$ cat src/spo_pkg.sv
/*
 * Shared constants for the supply-enable output pin block: command code,
 * field positions, reset value and pin function codes.
 * Assumes a single 10 MHz core clock and a synchronous active-high reset.
 */
package spo_pkg;

    localparam int          SPO_PINS        = 12;
    localparam int          SPO_CHANNELS    = 16;
    localparam int          SPO_DELAY_W     = 16;

    localparam logic [7:0]  CMD_PIN_CFG     = 8'hD2;
    localparam logic [7:0]  PAGE_FAULT_TWO  = 8'h0A;
    localparam logic [7:0]  PAGE_SEQ_PIN    = 8'h0B;

    localparam int          MASK_LSB        = 16;
    localparam int          MASK_MSB        = 31;
    localparam int          DRIVE_TYPE_BIT  = 7;
    localparam int          POLARITY_BIT    = 6;
    localparam int          FUNC_MSB        = 2;
    localparam int          FUNC_LSB        = 0;

    localparam logic [31:0] CFG_RESET       = 32'h0000_0000;
    // Bits that store a value; all others read as zero
    localparam logic [31:0] CFG_RW_MASK     = 32'hFFFF_00C7;

    localparam logic [2:0]  FUNC_SUPPLY_EN  = 3'h0;
    localparam logic [2:0]  FUNC_FORCE_ON   = 3'h1;
    localparam logic [2:0]  FUNC_FORCE_OFF  = 3'h2;
    localparam logic [2:0]  FUNC_GOOD_AND   = 3'h3;
    localparam logic [2:0]  FUNC_ALARM_OR   = 3'h4;
    localparam logic [2:0]  FUNC_SPECIAL    = 3'h5;

endpackage

$ cat src/spo_filt_if.sv
/*
 * Carrier between the pin logic and one on/off delay filter.
 * Assumes both ends share core_clk.
 */
interface spo_filt_if #(parameter int DW = 16);
    logic          raw;
    logic [DW-1:0] on_delay;
    logic [DW-1:0] off_delay;
    logic          filtered;

    modport ctrl (output raw, output on_delay, output off_delay,
                  input filtered);
    modport filt (input raw, input on_delay, input off_delay,
                  output filtered);
endinterface

$ cat src/spo_delay_filter.sv
/*
 * On/off delay filter for one output pin: the output follows the input
 * only after the input has held still for the whole delay.
 * Assumes delays are given in core_clk cycles by the owner.
 */
module spo_delay_filter #(
    parameter int DW = 16
) (
    input  wire logic core_clk,
    input  wire logic rst,
    spo_filt_if.filt  fi
);
    import spo_pkg::*;

    logic          last_raw;
    logic [DW-1:0] still_cnt;
    logic          out_q;
    logic          next_last_raw;
    logic [DW-1:0] next_still_cnt;
    logic          next_out_q;
    logic [DW-1:0] need;

    always_comb begin
        need           = fi.raw ? fi.on_delay : fi.off_delay;
        next_last_raw  = fi.raw;
        next_still_cnt = still_cnt;
        next_out_q     = out_q;
        if (fi.raw != last_raw) begin
            next_still_cnt = '0;
        end else if (fi.raw != out_q) begin
            if (still_cnt >= need) begin
                next_out_q     = fi.raw;
                next_still_cnt = '0;
            end else begin
                next_still_cnt = still_cnt + 1'b1;
            end
        end else begin
            next_still_cnt = '0;
        end
    end

    always_ff @(posedge core_clk) begin
        if (rst) begin
            last_raw  <= 1'b0;
            still_cnt <= '0;
            out_q     <= 1'b0;
        end else begin
            last_raw  <= next_last_raw;
            still_cnt <= next_still_cnt;
            out_q     <= next_out_q;
        end
    end

    assign fi.filtered = out_q;

endmodule // spo_delay_filter

$ cat src/spo_output_pins.sv
/*
 * Twelve supply-enable / general-purpose output pins with per-pin function
 * configuration reached by command code and page.
 * Assumes the command port, sequencer, alarm and special-function inputs
 * come from core_clk logic; good/general inputs come from pins.
 * Assumes the host owns channel setup and leaves a pin's setup alone
 * while the supplies it controls are running.
 */
// Functional notes
// - Polarity bit 6: 0 gives active-low pin, 1 gives active-high pin.
// - Drive-type bit 7: 0 gives push-pull, 1 gives open-drain.
// - Code 001 forces pin asserted, code 010 forces pin deasserted.
// - Code 011 asserts when every selected channel good input is high.
// - Code 100 asserts when any enabled channel alarm is active.
// - Mask bit N+16 corresponds to channel N for both combine modes.
// - Alarm feeding the OR is the per-channel chosen alarm function.
// - Code 101 gives fault-two on page 10, sequence pin on page 11.
// - Output changes only after input holds still for the full delay.
module spo_output_pins
    import spo_pkg::*;
#(
    parameter int PINS     = SPO_PINS,
    parameter int CHANNELS = SPO_CHANNELS,
    parameter int DW       = SPO_DELAY_W
) (
    input  wire logic                core_clk,
    input  wire logic                rst,
    input  wire logic [7:0]          cmd_page,
    input  wire logic [7:0]          cmd_code,
    input  wire logic [31:0]         cmd_wdata,
    input  wire logic                cmd_write,
    input  wire logic                cmd_read,
    output logic      [31:0]         cmd_rdata,
    output logic                     cmd_rvalid,
    input  wire logic [PINS-1:0]     supply_enable_req,
    input  wire logic [CHANNELS-1:0] power_good_in,
    input  wire logic [CHANNELS-1:0] channel_alarm,
    input  wire logic                fault_line_two,
    input  wire logic                sequence_pin,
    input  wire logic [DW-1:0]       on_delay,
    input  wire logic [DW-1:0]       off_delay,
    output logic      [PINS-1:0]     supply_enable_output_pin_o,
    output logic      [PINS-1:0]     supply_enable_output_pin_oe
);

    logic [31:0]         pin_cfg      [PINS];
    logic [31:0]         next_pin_cfg [PINS];
    logic [CHANNELS-1:0] good_meta;
    logic [CHANNELS-1:0] good_sync;
    logic [PINS-1:0]     raw_assert;
    logic [PINS-1:0]     filt_assert;
    logic [PINS-1:0]     next_pin_o;
    logic [PINS-1:0]     next_pin_oe;
    logic [31:0]         next_rdata;
    logic                next_rvalid;
    logic                page_ok;
    logic [3:0]          page_idx;
    logic                cfg_wr_hit;
    logic                cfg_rd_hit;
    logic [CHANNELS-1:0] next_good_meta;
    logic [CHANNELS-1:0] next_good_sync;
    logic [2:0]          pin_func     [PINS];
    logic [PINS-1:0]     pin_polarity;
    logic [PINS-1:0]     pin_open_drain;
    logic [PINS-1:0]     and_hit;
    logic [PINS-1:0]     or_hit;
    logic [PINS-1:0]     special_hit;
    logic [PINS-1:0]     pin_level;

    // Pages at or above the pin count address nothing
    assign page_ok  = (cmd_page < 8'(PINS));
    assign page_idx = cmd_page[3:0];
    // Unmapped pages and other codes never touch the store
    assign cfg_wr_hit = cmd_write && cmd_code == CMD_PIN_CFG && page_ok;
    assign cfg_rd_hit = cmd_read && cmd_code == CMD_PIN_CFG && page_ok;

    // Command port: write stores the writable bits, read returns the page
    always_comb begin
        for (int p = 0; p < PINS; p++) begin
            next_pin_cfg[p] = pin_cfg[p];
        end
        next_rdata  = 32'h0000_0000;
        next_rvalid = 1'b0;
        // Write wins over a read in the same cycle
        if (cfg_wr_hit) begin
            next_pin_cfg[page_idx] = cmd_wdata & CFG_RW_MASK;
        end else if (cmd_read && !cmd_write) begin
            // Other codes and pages still answer, with zero
            next_rvalid = 1'b1;
            if (cfg_rd_hit) begin
                next_rdata = pin_cfg[page_idx];
            end
        end
    end

    // Setup words live in flops, one per pin, indexed by page
    always_ff @(posedge core_clk) begin
        if (rst) begin
            for (int p = 0; p < PINS; p++) begin
                pin_cfg[p] <= CFG_RESET;
            end
            cmd_rdata  <= 32'h0000_0000;
            cmd_rvalid <= 1'b0;
        end else begin
            for (int p = 0; p < PINS; p++) begin
                pin_cfg[p] <= next_pin_cfg[p];
            end
            cmd_rdata  <= next_rdata;
            cmd_rvalid <= next_rvalid;
        end
    end

    // Good/general inputs arrive from pins: two-stage synchroniser
    always_comb begin
        next_good_meta = power_good_in;
        // Only the second stage reads the first
        next_good_sync = good_meta;
    end

    always_ff @(posedge core_clk) begin
        if (rst) begin
            good_meta <= '0;
            good_sync <= '0;
        end else begin
            good_meta <= next_good_meta;
            good_sync <= next_good_sync;
        end
    end

    // Fields of each pin's setup word
    always_comb begin
        for (int p = 0; p < PINS; p++) begin
            pin_func[p]       = pin_cfg[p][FUNC_MSB:FUNC_LSB];
            pin_polarity[p]   = pin_cfg[p][POLARITY_BIT];
            pin_open_drain[p] = pin_cfg[p][DRIVE_TYPE_BIT];
        end
    end

    // AND/OR and special terms per pin
    always_comb begin
        logic [CHANNELS-1:0] sel;
        sel = '0;
        for (int p = 0; p < PINS; p++) begin
            sel        = pin_cfg[p][MASK_MSB:MASK_LSB];
            // Empty mask asserts: an AND of nothing is true
            and_hit[p] = &(good_sync | ~sel);
            or_hit[p]  = |(channel_alarm & sel);
            if (8'(p) == PAGE_FAULT_TWO) begin
                special_hit[p] = fault_line_two;
            end else if (8'(p) == PAGE_SEQ_PIN) begin
                special_hit[p] = sequence_pin;
            end else begin
                // Special code has no source on the other pages
                special_hit[p] = 1'b0;
            end
        end
    end

    // Per-pin function select, ahead of the delay filter
    always_comb begin
        for (int p = 0; p < PINS; p++) begin
            case (pin_func[p])
                // Sequencer drives the pin; channel setup is the host's part
                FUNC_SUPPLY_EN: raw_assert[p] = supply_enable_req[p];
                // Forced codes ignore every input
                FUNC_FORCE_ON:  raw_assert[p] = 1'b1;
                FUNC_FORCE_OFF: raw_assert[p] = 1'b0;
                FUNC_GOOD_AND:  raw_assert[p] = and_hit[p];
                FUNC_ALARM_OR:  raw_assert[p] = or_hit[p];
                FUNC_SPECIAL:   raw_assert[p] = special_hit[p];
                // Reserved codes fail safe: pin stays deasserted
                default:        raw_assert[p] = 1'b0;
            endcase
        end
    end

    // One filter per pin; the two delays are shared by all pins
    for (genvar g = 0; g < PINS; g++) begin : g_pin
        spo_filt_if #(.DW(DW)) fi ();

        assign fi.raw       = raw_assert[g];
        assign fi.on_delay  = on_delay;
        assign fi.off_delay = off_delay;
        assign filt_assert[g] = fi.filtered;

        spo_delay_filter #(.DW(DW)) u_filt (
            .core_clk (core_clk),
            .rst      (rst),
            .fi       (fi.filt)
        );
    end

    // Polarity first, so the drive stage sees the electrical level
    always_comb begin
        for (int p = 0; p < PINS; p++) begin
            pin_level[p] = filt_assert[p] ~^ pin_polarity[p];
        end
    end

    // Drive per pin
    always_comb begin
        for (int p = 0; p < PINS; p++) begin
            if (pin_open_drain[p]) begin
                // Open drain only pulls low; high comes from the pull-up
                next_pin_o[p]  = 1'b0;
                next_pin_oe[p] = ~pin_level[p];
            end else begin
                next_pin_o[p]  = pin_level[p];
                next_pin_oe[p] = 1'b1;
            end
        end
    end

    // Pins come straight from flops, so a decode change cannot glitch them
    always_ff @(posedge core_clk) begin
        if (rst) begin
            supply_enable_output_pin_o  <= '0;
            supply_enable_output_pin_oe <= '0;
        end else begin
            supply_enable_output_pin_o  <= next_pin_o;
            supply_enable_output_pin_oe <= next_pin_oe;
        end
    end

endmodule // spo_output_pins

$ cat config.mk
export PLATFORM = sky130hd
export DESIGN_NAME = spo_output_pins
export DESIGN_NICKNAME = d
export VERILOG_FILES = /design/src/spo_pkg.sv /design/src/spo_filt_if.sv /design/src/spo_delay_filter.sv /design/src/spo_output_pins.sv
export SDC_FILE = /design/constraint.sdc
export NUM_CORES = 2
export LEC_CHECK = 0
export CAP_MARGIN = 20
export CORE_UTILIZATION = 55
export DETAILED_ROUTE_END_ITERATION = 16
export DONT_BUFFER_PORTS = 1
export PLACE_DENSITY = 0.7
export SLEW_MARGIN = 20
export SYNTH_ARGS = -nofsm -noshare
export SYNTH_HDL_FRONTEND = slang
export SYNTH_HIERARCHICAL = 1
export SYNTH_SLANG_ARGS = --single-unit
$ cat constraint.sdc
create_clock -name core_clk -period 4.3 [get_ports core_clk]
set_input_delay 0.43 -clock core_clk [delete_from_list [all_inputs] [get_ports core_clk]]
set_output_delay 0.43 -clock core_clk [all_outputs]
set_load 0.05 [all_outputs]
Word level (Yosys, flattened, before mapping)
Memory sizes are Yosys's and may differ from the RTL's. A register that Yosys moved wholly into a read port is not among the register bits.
Index checks and enable logic that the tools add are counted.
{ "op_classes": {"n_addsub": 12, "n_bitwise": 99, "reduce_logical": 81, "n_eq_ne": 63, "muxes": 56, "magnitude_cmp": 15} }
{ "ops": {"columns": ["op", "count"], "rows": [
  ["32-bit two-way mux", 13],
  ["384-bit bitwise mux", 1],
  ["384-bit two-way mux", 1],
  ["16-bit by 1-bit adder with 16-bit output, second input constant", 12],
  ["16-bit bitwise AND", 12],
  ["16-bit greater-or-equal comparator", 12],
  ["16-bit two-way mux", 12],
  ["16-bit NOT", 12],
  ["16-bit OR", 12],
  ["16-bit AND reduction", 12],
  ["16-bit OR reduction", 12],
  ["32-bit demux with 4-bit select", 1],
  ["4-bit OR reduction", 13],
  ["3-bit == test, second input constant", 14],
  ["1-bit one-hot mux with 4 select lines", 10],
  ["1-bit NOT", 38],
  ["3-bit by 1-bit == test with 1-bit output, second input constant", 12],
  ["3-bit by 2-bit == test with 1-bit output, second input constant", 12],
  ["3-bit logical NOT", 12],
  ["3-bit AND reduction", 12],
  ["2-bit OR reduction", 13],
  ["1-bit != test", 24],
  ["1-bit two-way mux", 16],
  ["1-bit OR", 12],
  ["other kinds (9)", 26]
]} }
{ "word_totals": {"wordCells": 379, "ramBits": 384, "output_inout_bits": 57, "register_bits": 273, "n_memories": 1, "inputBits": 130} }
{ "memory_table": {"columns": ["memory", "depth", "width", "rd", "rd_clocked_by_memory_dff", "wr", "line_no", "rtl"], "rows": [
  ["pin_cfg", 12, 32, 13, 1, 12, "spo_output_pins.sv:46", "logic [31:0] pin_cfg [PINS];"]
]} }

Logic depth before layout (Yosys ltp)
{ "logic_depth": {"depth_word": 8, "mapped_depth": 16} }

Modules after synthesis
Netlist, hierarchy kept.
{ "by_module_without_submodules": {"columns": ["mod", "seq_area_each_um2", "cells_each", "area_per_inst_um2", "n_inst"], "rows": [
  ["spo_output_pins", 6606.3, 1539, 15772.6, 1],
  ["spo_delay_filter at g_pin[0].u_filt ...", 360.3, 144, 1311.3, 6],
  ["spo_delay_filter at g_pin[2].u_filt ...", 360.3, 136, 1243.7, 5],
  ["spo_delay_filter at g_pin[5].u_filt", 360.3, 137, 1256.2, 1]
]} }

Worst setup path after synthesis
Ideal clock, no wire load.
{ "synth_timing": {"path_kind": "register -> register", "startpoint": "reg good_sync[0]", "endpoint": "reg g_pin[5].u_filt.out_q", "synth_period_minus_slack_ns": 3.837, "path_stages_with_launch": 16, "arrival_ns": 3.714, "setup_slack_ns": 0.463, "t_required_ns": 4.177, "n_path_buf": 3, "cell_sequence": "dfxtp_1 inv_1 clkbuf_1 a22o_1 a2111oi_0 nand4_1 nand2_1 clkbuf_1 buf_2 mux2i_1 ha_1 nand4_1 or3_1 or4_4 nand3_1 mux2_1"} }
{ "synth_between": {"elab_chain_len": 6} }
{ "synth_rtl": {"columns": ["item", "line_no", "rtl"], "rows": [
  ["from (decl)", "spo_output_pins.sv:49", "logic [CHANNELS-1:0] good_sync;"],
  ["from (signal assigned)", "spo_output_pins.sv:126", "good_sync <= next_good_sync;"],
  ["16-bit OR *", "spo_output_pins.sv:146", "and_hit[p] = &(good_sync | ~sel);"],
  ["16-bit AND reduction *", "spo_output_pins.sv:146", null],
  ["1-bit one-hot mux with 4 select lines *", "spo_output_pins.sv:162", "case (pin_func[p])"],
  ["net g_pin[5].fi.raw", "spo_filt_if.sv:6", "logic raw;"],
  ["16-bit two-way mux / 1-bit != test (equally long branches)", "spo_delay_filter.sv:24, spo_delay_filter.sv:28", null],
  ["16-bit greater-or-equal comparator / 1-bit NOT (equally long branches)", null, null],
  ["3-bit AND reduction (no source line)", null, null],
  ["to (signal assigned)", "spo_delay_filter.sv:50", "out_q <= next_out_q;"],
  ["to (decl)", "spo_delay_filter.sv:17", "logic out_q;"]
]} }
Mark *: on every way through the listed nets, which the timed path passes. The rest lies on a longest branch.
A chain may end at the register's enable or synchronous reset.

Worst setup path after layout
{ "layout_timing": {"startpoint": "reg good_sync[14]", "endpoint": "reg g_pin[1].u_filt.out_q"} }
{ "layout_between": {"elab_chain_len": 6} }
{ "layout_rtl": {"columns": ["item", "line_no"], "rows": [
  ["16-bit OR *", "spo_output_pins.sv:146"],
  ["16-bit AND reduction *", "spo_output_pins.sv:146"],
  ["1-bit one-hot mux with 4 select lines *", "spo_output_pins.sv:162"],
  ["net g_pin[1].fi.raw", "spo_filt_if.sv:6"],
  ["16-bit two-way mux / 1-bit != test (equally long branches)", "spo_delay_filter.sv:24, spo_delay_filter.sv:28"],
  ["16-bit greater-or-equal comparator / 1-bit NOT (equally long branches)", null],
  ["3-bit AND reduction (no source line)", null],
  ["to (signal assigned)", "spo_delay_filter.sv:50"],
  ["to (decl)", "spo_delay_filter.sv:17"]
]} }
Marked as above.

==> report_table.html <==
<table>
<tr><th>Metric</th><th>Value</th></tr>
<tr><th colspan="2">Place</th></tr>
<tr><td>Count of input and output buffers</td><td>0</td></tr>
<tr><td>Detailed placer's ending HPWL</td><td>71,300 um</td></tr>
<tr><td>Placed cell areas</td><td>31,800 um^2</td></tr>
<tr><td>Inst Count DP</td><td>3,858</td></tr>
<tr><td>Gp weighted congestion</td><td>0.998</td></tr>
<tr><th colspan="2">Layout</th></tr>
<tr><td>Leading cell types in the layout, fill and taps excluded</td><td>dfxtp_1, nor2_1, mux2i_1</td></tr>
<tr><td>Post-Route Utilization</td><td>63.7%</td></tr>
<tr><td>Area growth from synthesis to final layout</td><td>13.6%</td></tr>
<tr><td>Commonest non-fill, non-tap cell in the layout</td><td>dfxtp_1</td></tr>
<tr><td>Fillers</td><td>4,642</td></tr>
<tr><td>Post-route cell area</td><td>35,400 um^2</td></tr>
<tr><td>Multi-input logic area</td><td>19,000 um^2</td></tr>
<tr><td>NumNets Final</td><td>3,641</td></tr>
<tr><td>Layout cells sized above 1</td><td>11.0%</td></tr>
<tr><td>Sequential standard cell area</td><td>10,900 um^2</td></tr>
<tr><td>Final Instance Count excl. Fillers</td><td>4,106</td></tr>
<tr><th colspan="2">STA</th></tr>
<tr><td>TNS Setup</td><td>0 ps</td></tr>
<tr><td>Post-Route Skew</td><td>30.1 ps</td></tr>
<tr><td>Slew at the pin closest to its max-slew limit</td><td>1050 ps</td></tr>
<tr><td>Final hold violation count</td><td>0</td></tr>
<tr><td>Setup repair after global routing missed its margin</td><td>false</td></tr>
<tr><td>Fin crit period</td><td>4170 ps</td></tr>
<tr><td>Endpoints failing setup</td><td>0</td></tr>
<tr><td>Fin. max-slew vios</td><td>0</td></tr>
<tr><td>Peak clock frequency supported by timing</td><td>240 MHz</td></tr>
<tr><td>Tightest slew margin relative to the limit</td><td>29.8%</td></tr>
<tr><td>Final worst-path cycle share</td><td>96.9%</td></tr>
<tr><th colspan="2">Critical path</th></tr>
<tr><td>Critical setup path kind</td><td>flop to flop</td></tr>
<tr><td>CP Data Arrival Time</td><td>4680 ps</td></tr>
<tr><td>Critical Path Start Type</td><td>flop</td></tr>
<tr><td>Start point of the critical path</td><td>good_sync[14]$_SDFF_PP0_</td></tr>
<tr><td>Beginning of the worst register-to-register path</td><td>good_sync[14]$_SDFF_PP0_</td></tr>
<tr><td>Crit-path max FO</td><td>17</td></tr>
<tr><td>Critical Path End Type</td><td>flop</td></tr>
<tr><td>Worst path most repeated cell</td><td>buf_4</td></tr>
<tr><td>Worst reg-to-reg setup slack</td><td>130 ps</td></tr>
<tr><td>Slowest cell on crit path</td><td>nor4_1</td></tr>
<tr><td>Cell depth of the worst flop-to-flop path</td><td>15</td></tr>
<tr><td>Critical path data required time</td><td>4810 ps</td></tr>
<tr><td>Cells traversed along the worst timing path</td><td>clkinv_1 -&gt; buf_4 -&gt; a22o_1 -&gt; a221oi_1 -&gt; nand4b_1 -&gt; o21ai_2 -&gt; buf_12 -&gt; buf_4 -&gt; mux2i_1 -&gt; ha_1 -&gt; nand4_1 -&gt; nor4_1 -&gt; o31ai_2 -&gt; a311oi_1 -&gt; o21ai_0</td></tr>
<tr><td>Slowest cell delay on critical path</td><td>440 ps</td></tr>
<tr><td>Capture point of the worst reg-to-reg path</td><td>g_pin[1].u_filt/fi.filtered$_SDFFE_PP0P_</td></tr>
<tr><th colspan="2">Yosys</th></tr>
<tr><td>Distinct cells, synth</td><td>64</td></tr>
<tr><td>Adder and majority gate portion of the synthesized area</td><td>8.20%</td></tr>
<tr><td>Combinational family with the most area after synthesis</td><td>multiplexers</td></tr>
<tr><td>Synthesized flop and latch total</td><td>546</td></tr>
<tr><td>Simple-gate share of the synthesized area</td><td>18.3%</td></tr>
<tr><td>Share of flip-flops with an asynchronous set or reset</td><td>0%</td></tr>
<tr><td>Area of the mapped netlist</td><td>31,100 um^2</td></tr>
<tr><td>Gate count of the mapped netlist</td><td>3,220</td></tr>
<tr><td>Xor/xnor cell area share of the yosys netlist</td><td>5.07%</td></tr>
<tr><td>Main synth FF type</td><td>dfxtp_1</td></tr>
<tr><td>Post-synthesis compound-gate area fraction</td><td>9.86%</td></tr>
<tr><td>Share of cell area taken by muxes after synthesis</td><td>19.3%</td></tr>
<tr><td>Mean cell area of the mapped netlist</td><td>9.66 um^2</td></tr>
<tr><td>Sequential cell area fraction in the yosys report</td><td>35.1%</td></tr>
<tr><td>Yosys synthesis warning count</td><td>6</td></tr>
<tr><td>Number of enable flip-flop cells after synthesis</td><td>0</td></tr>
<tr><th colspan="2">Power</th></tr>
<tr><td>Areal power density over the cells</td><td>325 nW/um^2</td></tr>
<tr><td>Design Power</td><td>11.5 mW</td></tr>
<tr><td>Maximum vdd ir drop</td><td>0.000366 V</td></tr>
<tr><td>Leakage power of the design</td><td>13.4 nW</td></tr>
<tr><th colspan="2">GRT</th></tr>
<tr><td>Maximum number of pins on one net before global-route repair</td><td>231</td></tr>
<tr><td>Number of antenna violations at the first check in global routing</td><td>5</td></tr>
<tr><td>Sum of overflow across all layers after global routing</td><td>0</td></tr>
<tr><td>First-pass GRT wire length</td><td>162,000 um</td></tr>
<tr><td>Combined global-route utilization of all metal layers</td><td>37.6%</td></tr>
<tr><td>Via count of the first global-routing pass</td><td>26,200</td></tr>
<tr><th colspan="2">CTS</th></tr>
<tr><td>Inserted Clock Buffers</td><td>58</td></tr>
<tr><td>TritonCTS clock tree</td><td>built</td></tr>
<tr><td>Level count of the clock H-tree</td><td>2</td></tr>
<tr><td># Post-CTS Setup Buffers</td><td>0</td></tr>
<tr><td>Worst-skew pair later-pin latency</td><td>650 ps</td></tr>
<tr><td>CTS Root Buffer Type</td><td>clkbuf_16</td></tr>
<tr><td>Clock net sink count</td><td>546</td></tr>
<tr><td>Number of buffers on the longest clock path</td><td>3</td></tr>
<tr><td>Worst-path clk slew</td><td>60 ps</td></tr>
<tr><th colspan="2">Route</th></tr>
<tr><td>Number of routed nets with antenna violations</td><td>0</td></tr>
<tr><td>Overall via count from detail_route</td><td>26,700</td></tr>
<tr><td>Length of the first detailed-routing pass in iterations</td><td>8</td></tr>
<tr><td>Initial DRC count</td><td>2,718</td></tr>
<tr><td>DR DRC count</td><td>0</td></tr>
<tr><td>Average wire per standard cell</td><td>26.7 um</td></tr>
<tr><td>Sum of routed wire length over all layers</td><td>110,000 um</td></tr>
<tr><td>Detailed-route vias per instance</td><td>6.51</td></tr>
<tr><th colspan="2">Hold path</th></tr>
<tr><td>Hold Crit Endpoint</td><td>cmd_rdata[16]$_SDFF_PP0_</td></tr>
<tr><td>Instance count along the most critical hold path</td><td>2</td></tr>
<tr><td>Beginning of the worst hold path</td><td>cmd_page[3]</td></tr>
<tr><td>Hold Crit Class</td><td>input port to flop</td></tr>
<tr><th colspan="2">Floorplan</th></tr>
<tr><td>Initial Util</td><td>56.0%</td></tr>
<tr><td>Die area</td><td>57,500 um^2</td></tr>
<tr><td>Cell row count</td><td>86</td></tr>
<tr><td>Area of the core region</td><td>55,500 um^2</td></tr>
<tr><td>Floorplan die width</td><td>240 um</td></tr>
<tr><td>Number of placed I/O pins</td><td>187</td></tr>
<tr><td>Overall die height</td><td>240 um</td></tr>
<tr><th colspan="2">Job</th></tr>
<tr><td>Max-cap viol count</td><td>0</td></tr>
<tr><th colspan="2">Outcome</th></tr>
<tr><td>Result of the run</td><td>finished, final reports clean</td></tr>
</table>
## per-layer routing
layer	wire length (um)	global-route usage, %	share of wire (%)	vias to the layer above
met2	48100	59.1	44	1503
met1	41600	45.6	38	12800
met5	26	0	0.024	-
li1	-	-	-	11900
met4	7760	24.1	7.1	4
met3	12000	9.93	11	453
## final cells by class
type / count / share of cell area (%)
Clock inverter: 35 / 1.48
Antenna cell: 6 / 0.0425
Inverter: 69 / 0.733
Sequential cell: 546 / 30.9
Clock buffer: 70 / 4.46
Tap cell: 748 / 2.65
Timing Repair Buffer: 210 / 5.90
Multi-Input combinational cell: 2422 / 53.8
## synthesized netlist by cell type, drive strengths merged, types with 45 or more instances
master	count	area share [%]
xnor2	47	1.3
nand2	102	1.2
a21oi	78	1.3
inv	65	0.78
nand4	110	2.7
nor2b	81	1.8
buf	87	2.0
mux4	63	4.6
a22oi	45	1.1
nand3	118	1.9
clkbuf	106	1.3
a221oi	56	1.6
xor2	133	3.7
nor2	498	6.4
o21ai	52	0.91
dfxtp	546	35
mux2i	443	14
a22o	60	1.7
ha	204	8.2
## worst max-delay path, delay by kind of cell (launching register included)
family,cells,cell delay [ps]
and+or+nand+nor,3,750
AOI/OAI and AO/OA,6,1470
adders and majority gates,1,330
DFF,1,360
muxes,1,120
buffers and inverters,4,990
## state kept, by name (all words and copies together) (netlist names)
register / count
cmd_rvalid: 1
supply_enable_output_pin_oe: 12
g_pin.u_filt/fi.filtered: 12
supply_enable_output_pin_o: 12
g_pin.u_filt/still_cnt: 192
good_meta: 16
cmd_rdata: 21
pin_cfg: 252
good_sync: 16
g_pin.u_filt/last_raw: 12
## how the worst max path moves through the flow
| stage | to | slack [ps] | depth (start not counted) |
|---|---|---|---|
| floorplan | g_pin[5].u_filt/fi.filtered$_SDFFE_PP0P_ | 460 | 15 |
| global placement | g_pin[11].u_filt/fi.filtered$_SDFFE_PP0P_ | 380 | 14 |
| detailed placement | g_pin[1].u_filt/fi.filtered$_SDFFE_PP0P_ | 290 | 15 |
| CTS | g_pin[1].u_filt/fi.filtered$_SDFFE_PP0P_ | 250 | 15 |
| global route | g_pin[11].u_filt/fi.filtered$_SDFFE_PP0P_ | 10 | 13 |
| finish | g_pin[1].u_filt/fi.filtered$_SDFFE_PP0P_ | 130 | 15 |
## report_power, final
group	total (mW)	switching [mW]	internal [mW]
logic	0.769	0.438	0.331
registers	5.16	0.0675	5.09
clock network	5.57	2.23	3.34
## kinds of logic after synthesis
kind of cell | after synthesis
adders and majority gates | 204
and+or+nand+nor | 1089
other | 1
muxes | 520
DFF | 546
xor gates and xnor gates | 180
AOI/OAI and AO/OA | 418
buffers and inverters | 262
## stage by stage
| step | hold WS, ps | worst slack [ps] |
|---|---|---|
| 2_1_floorplan | 414 | 463 |
| 3_3_place_gp | 426 | 384 |
| 3_5_place_dp | 427 | 294 |
| 4_1_cts | 5.06 | 254 |
| 5_1_grt | 40.8 | 15.0 |
| 6_report | 21.1 | 134 |
## timing repair
action / CTS / global route
hold endpoints to repair: 330 / 0
endpoints found under the setup margin: 0 / 15
hold buffers: 137 / 0
gates resized for setup: 0 / 1
No activity file was read; power rests on OpenSTA's default activity.
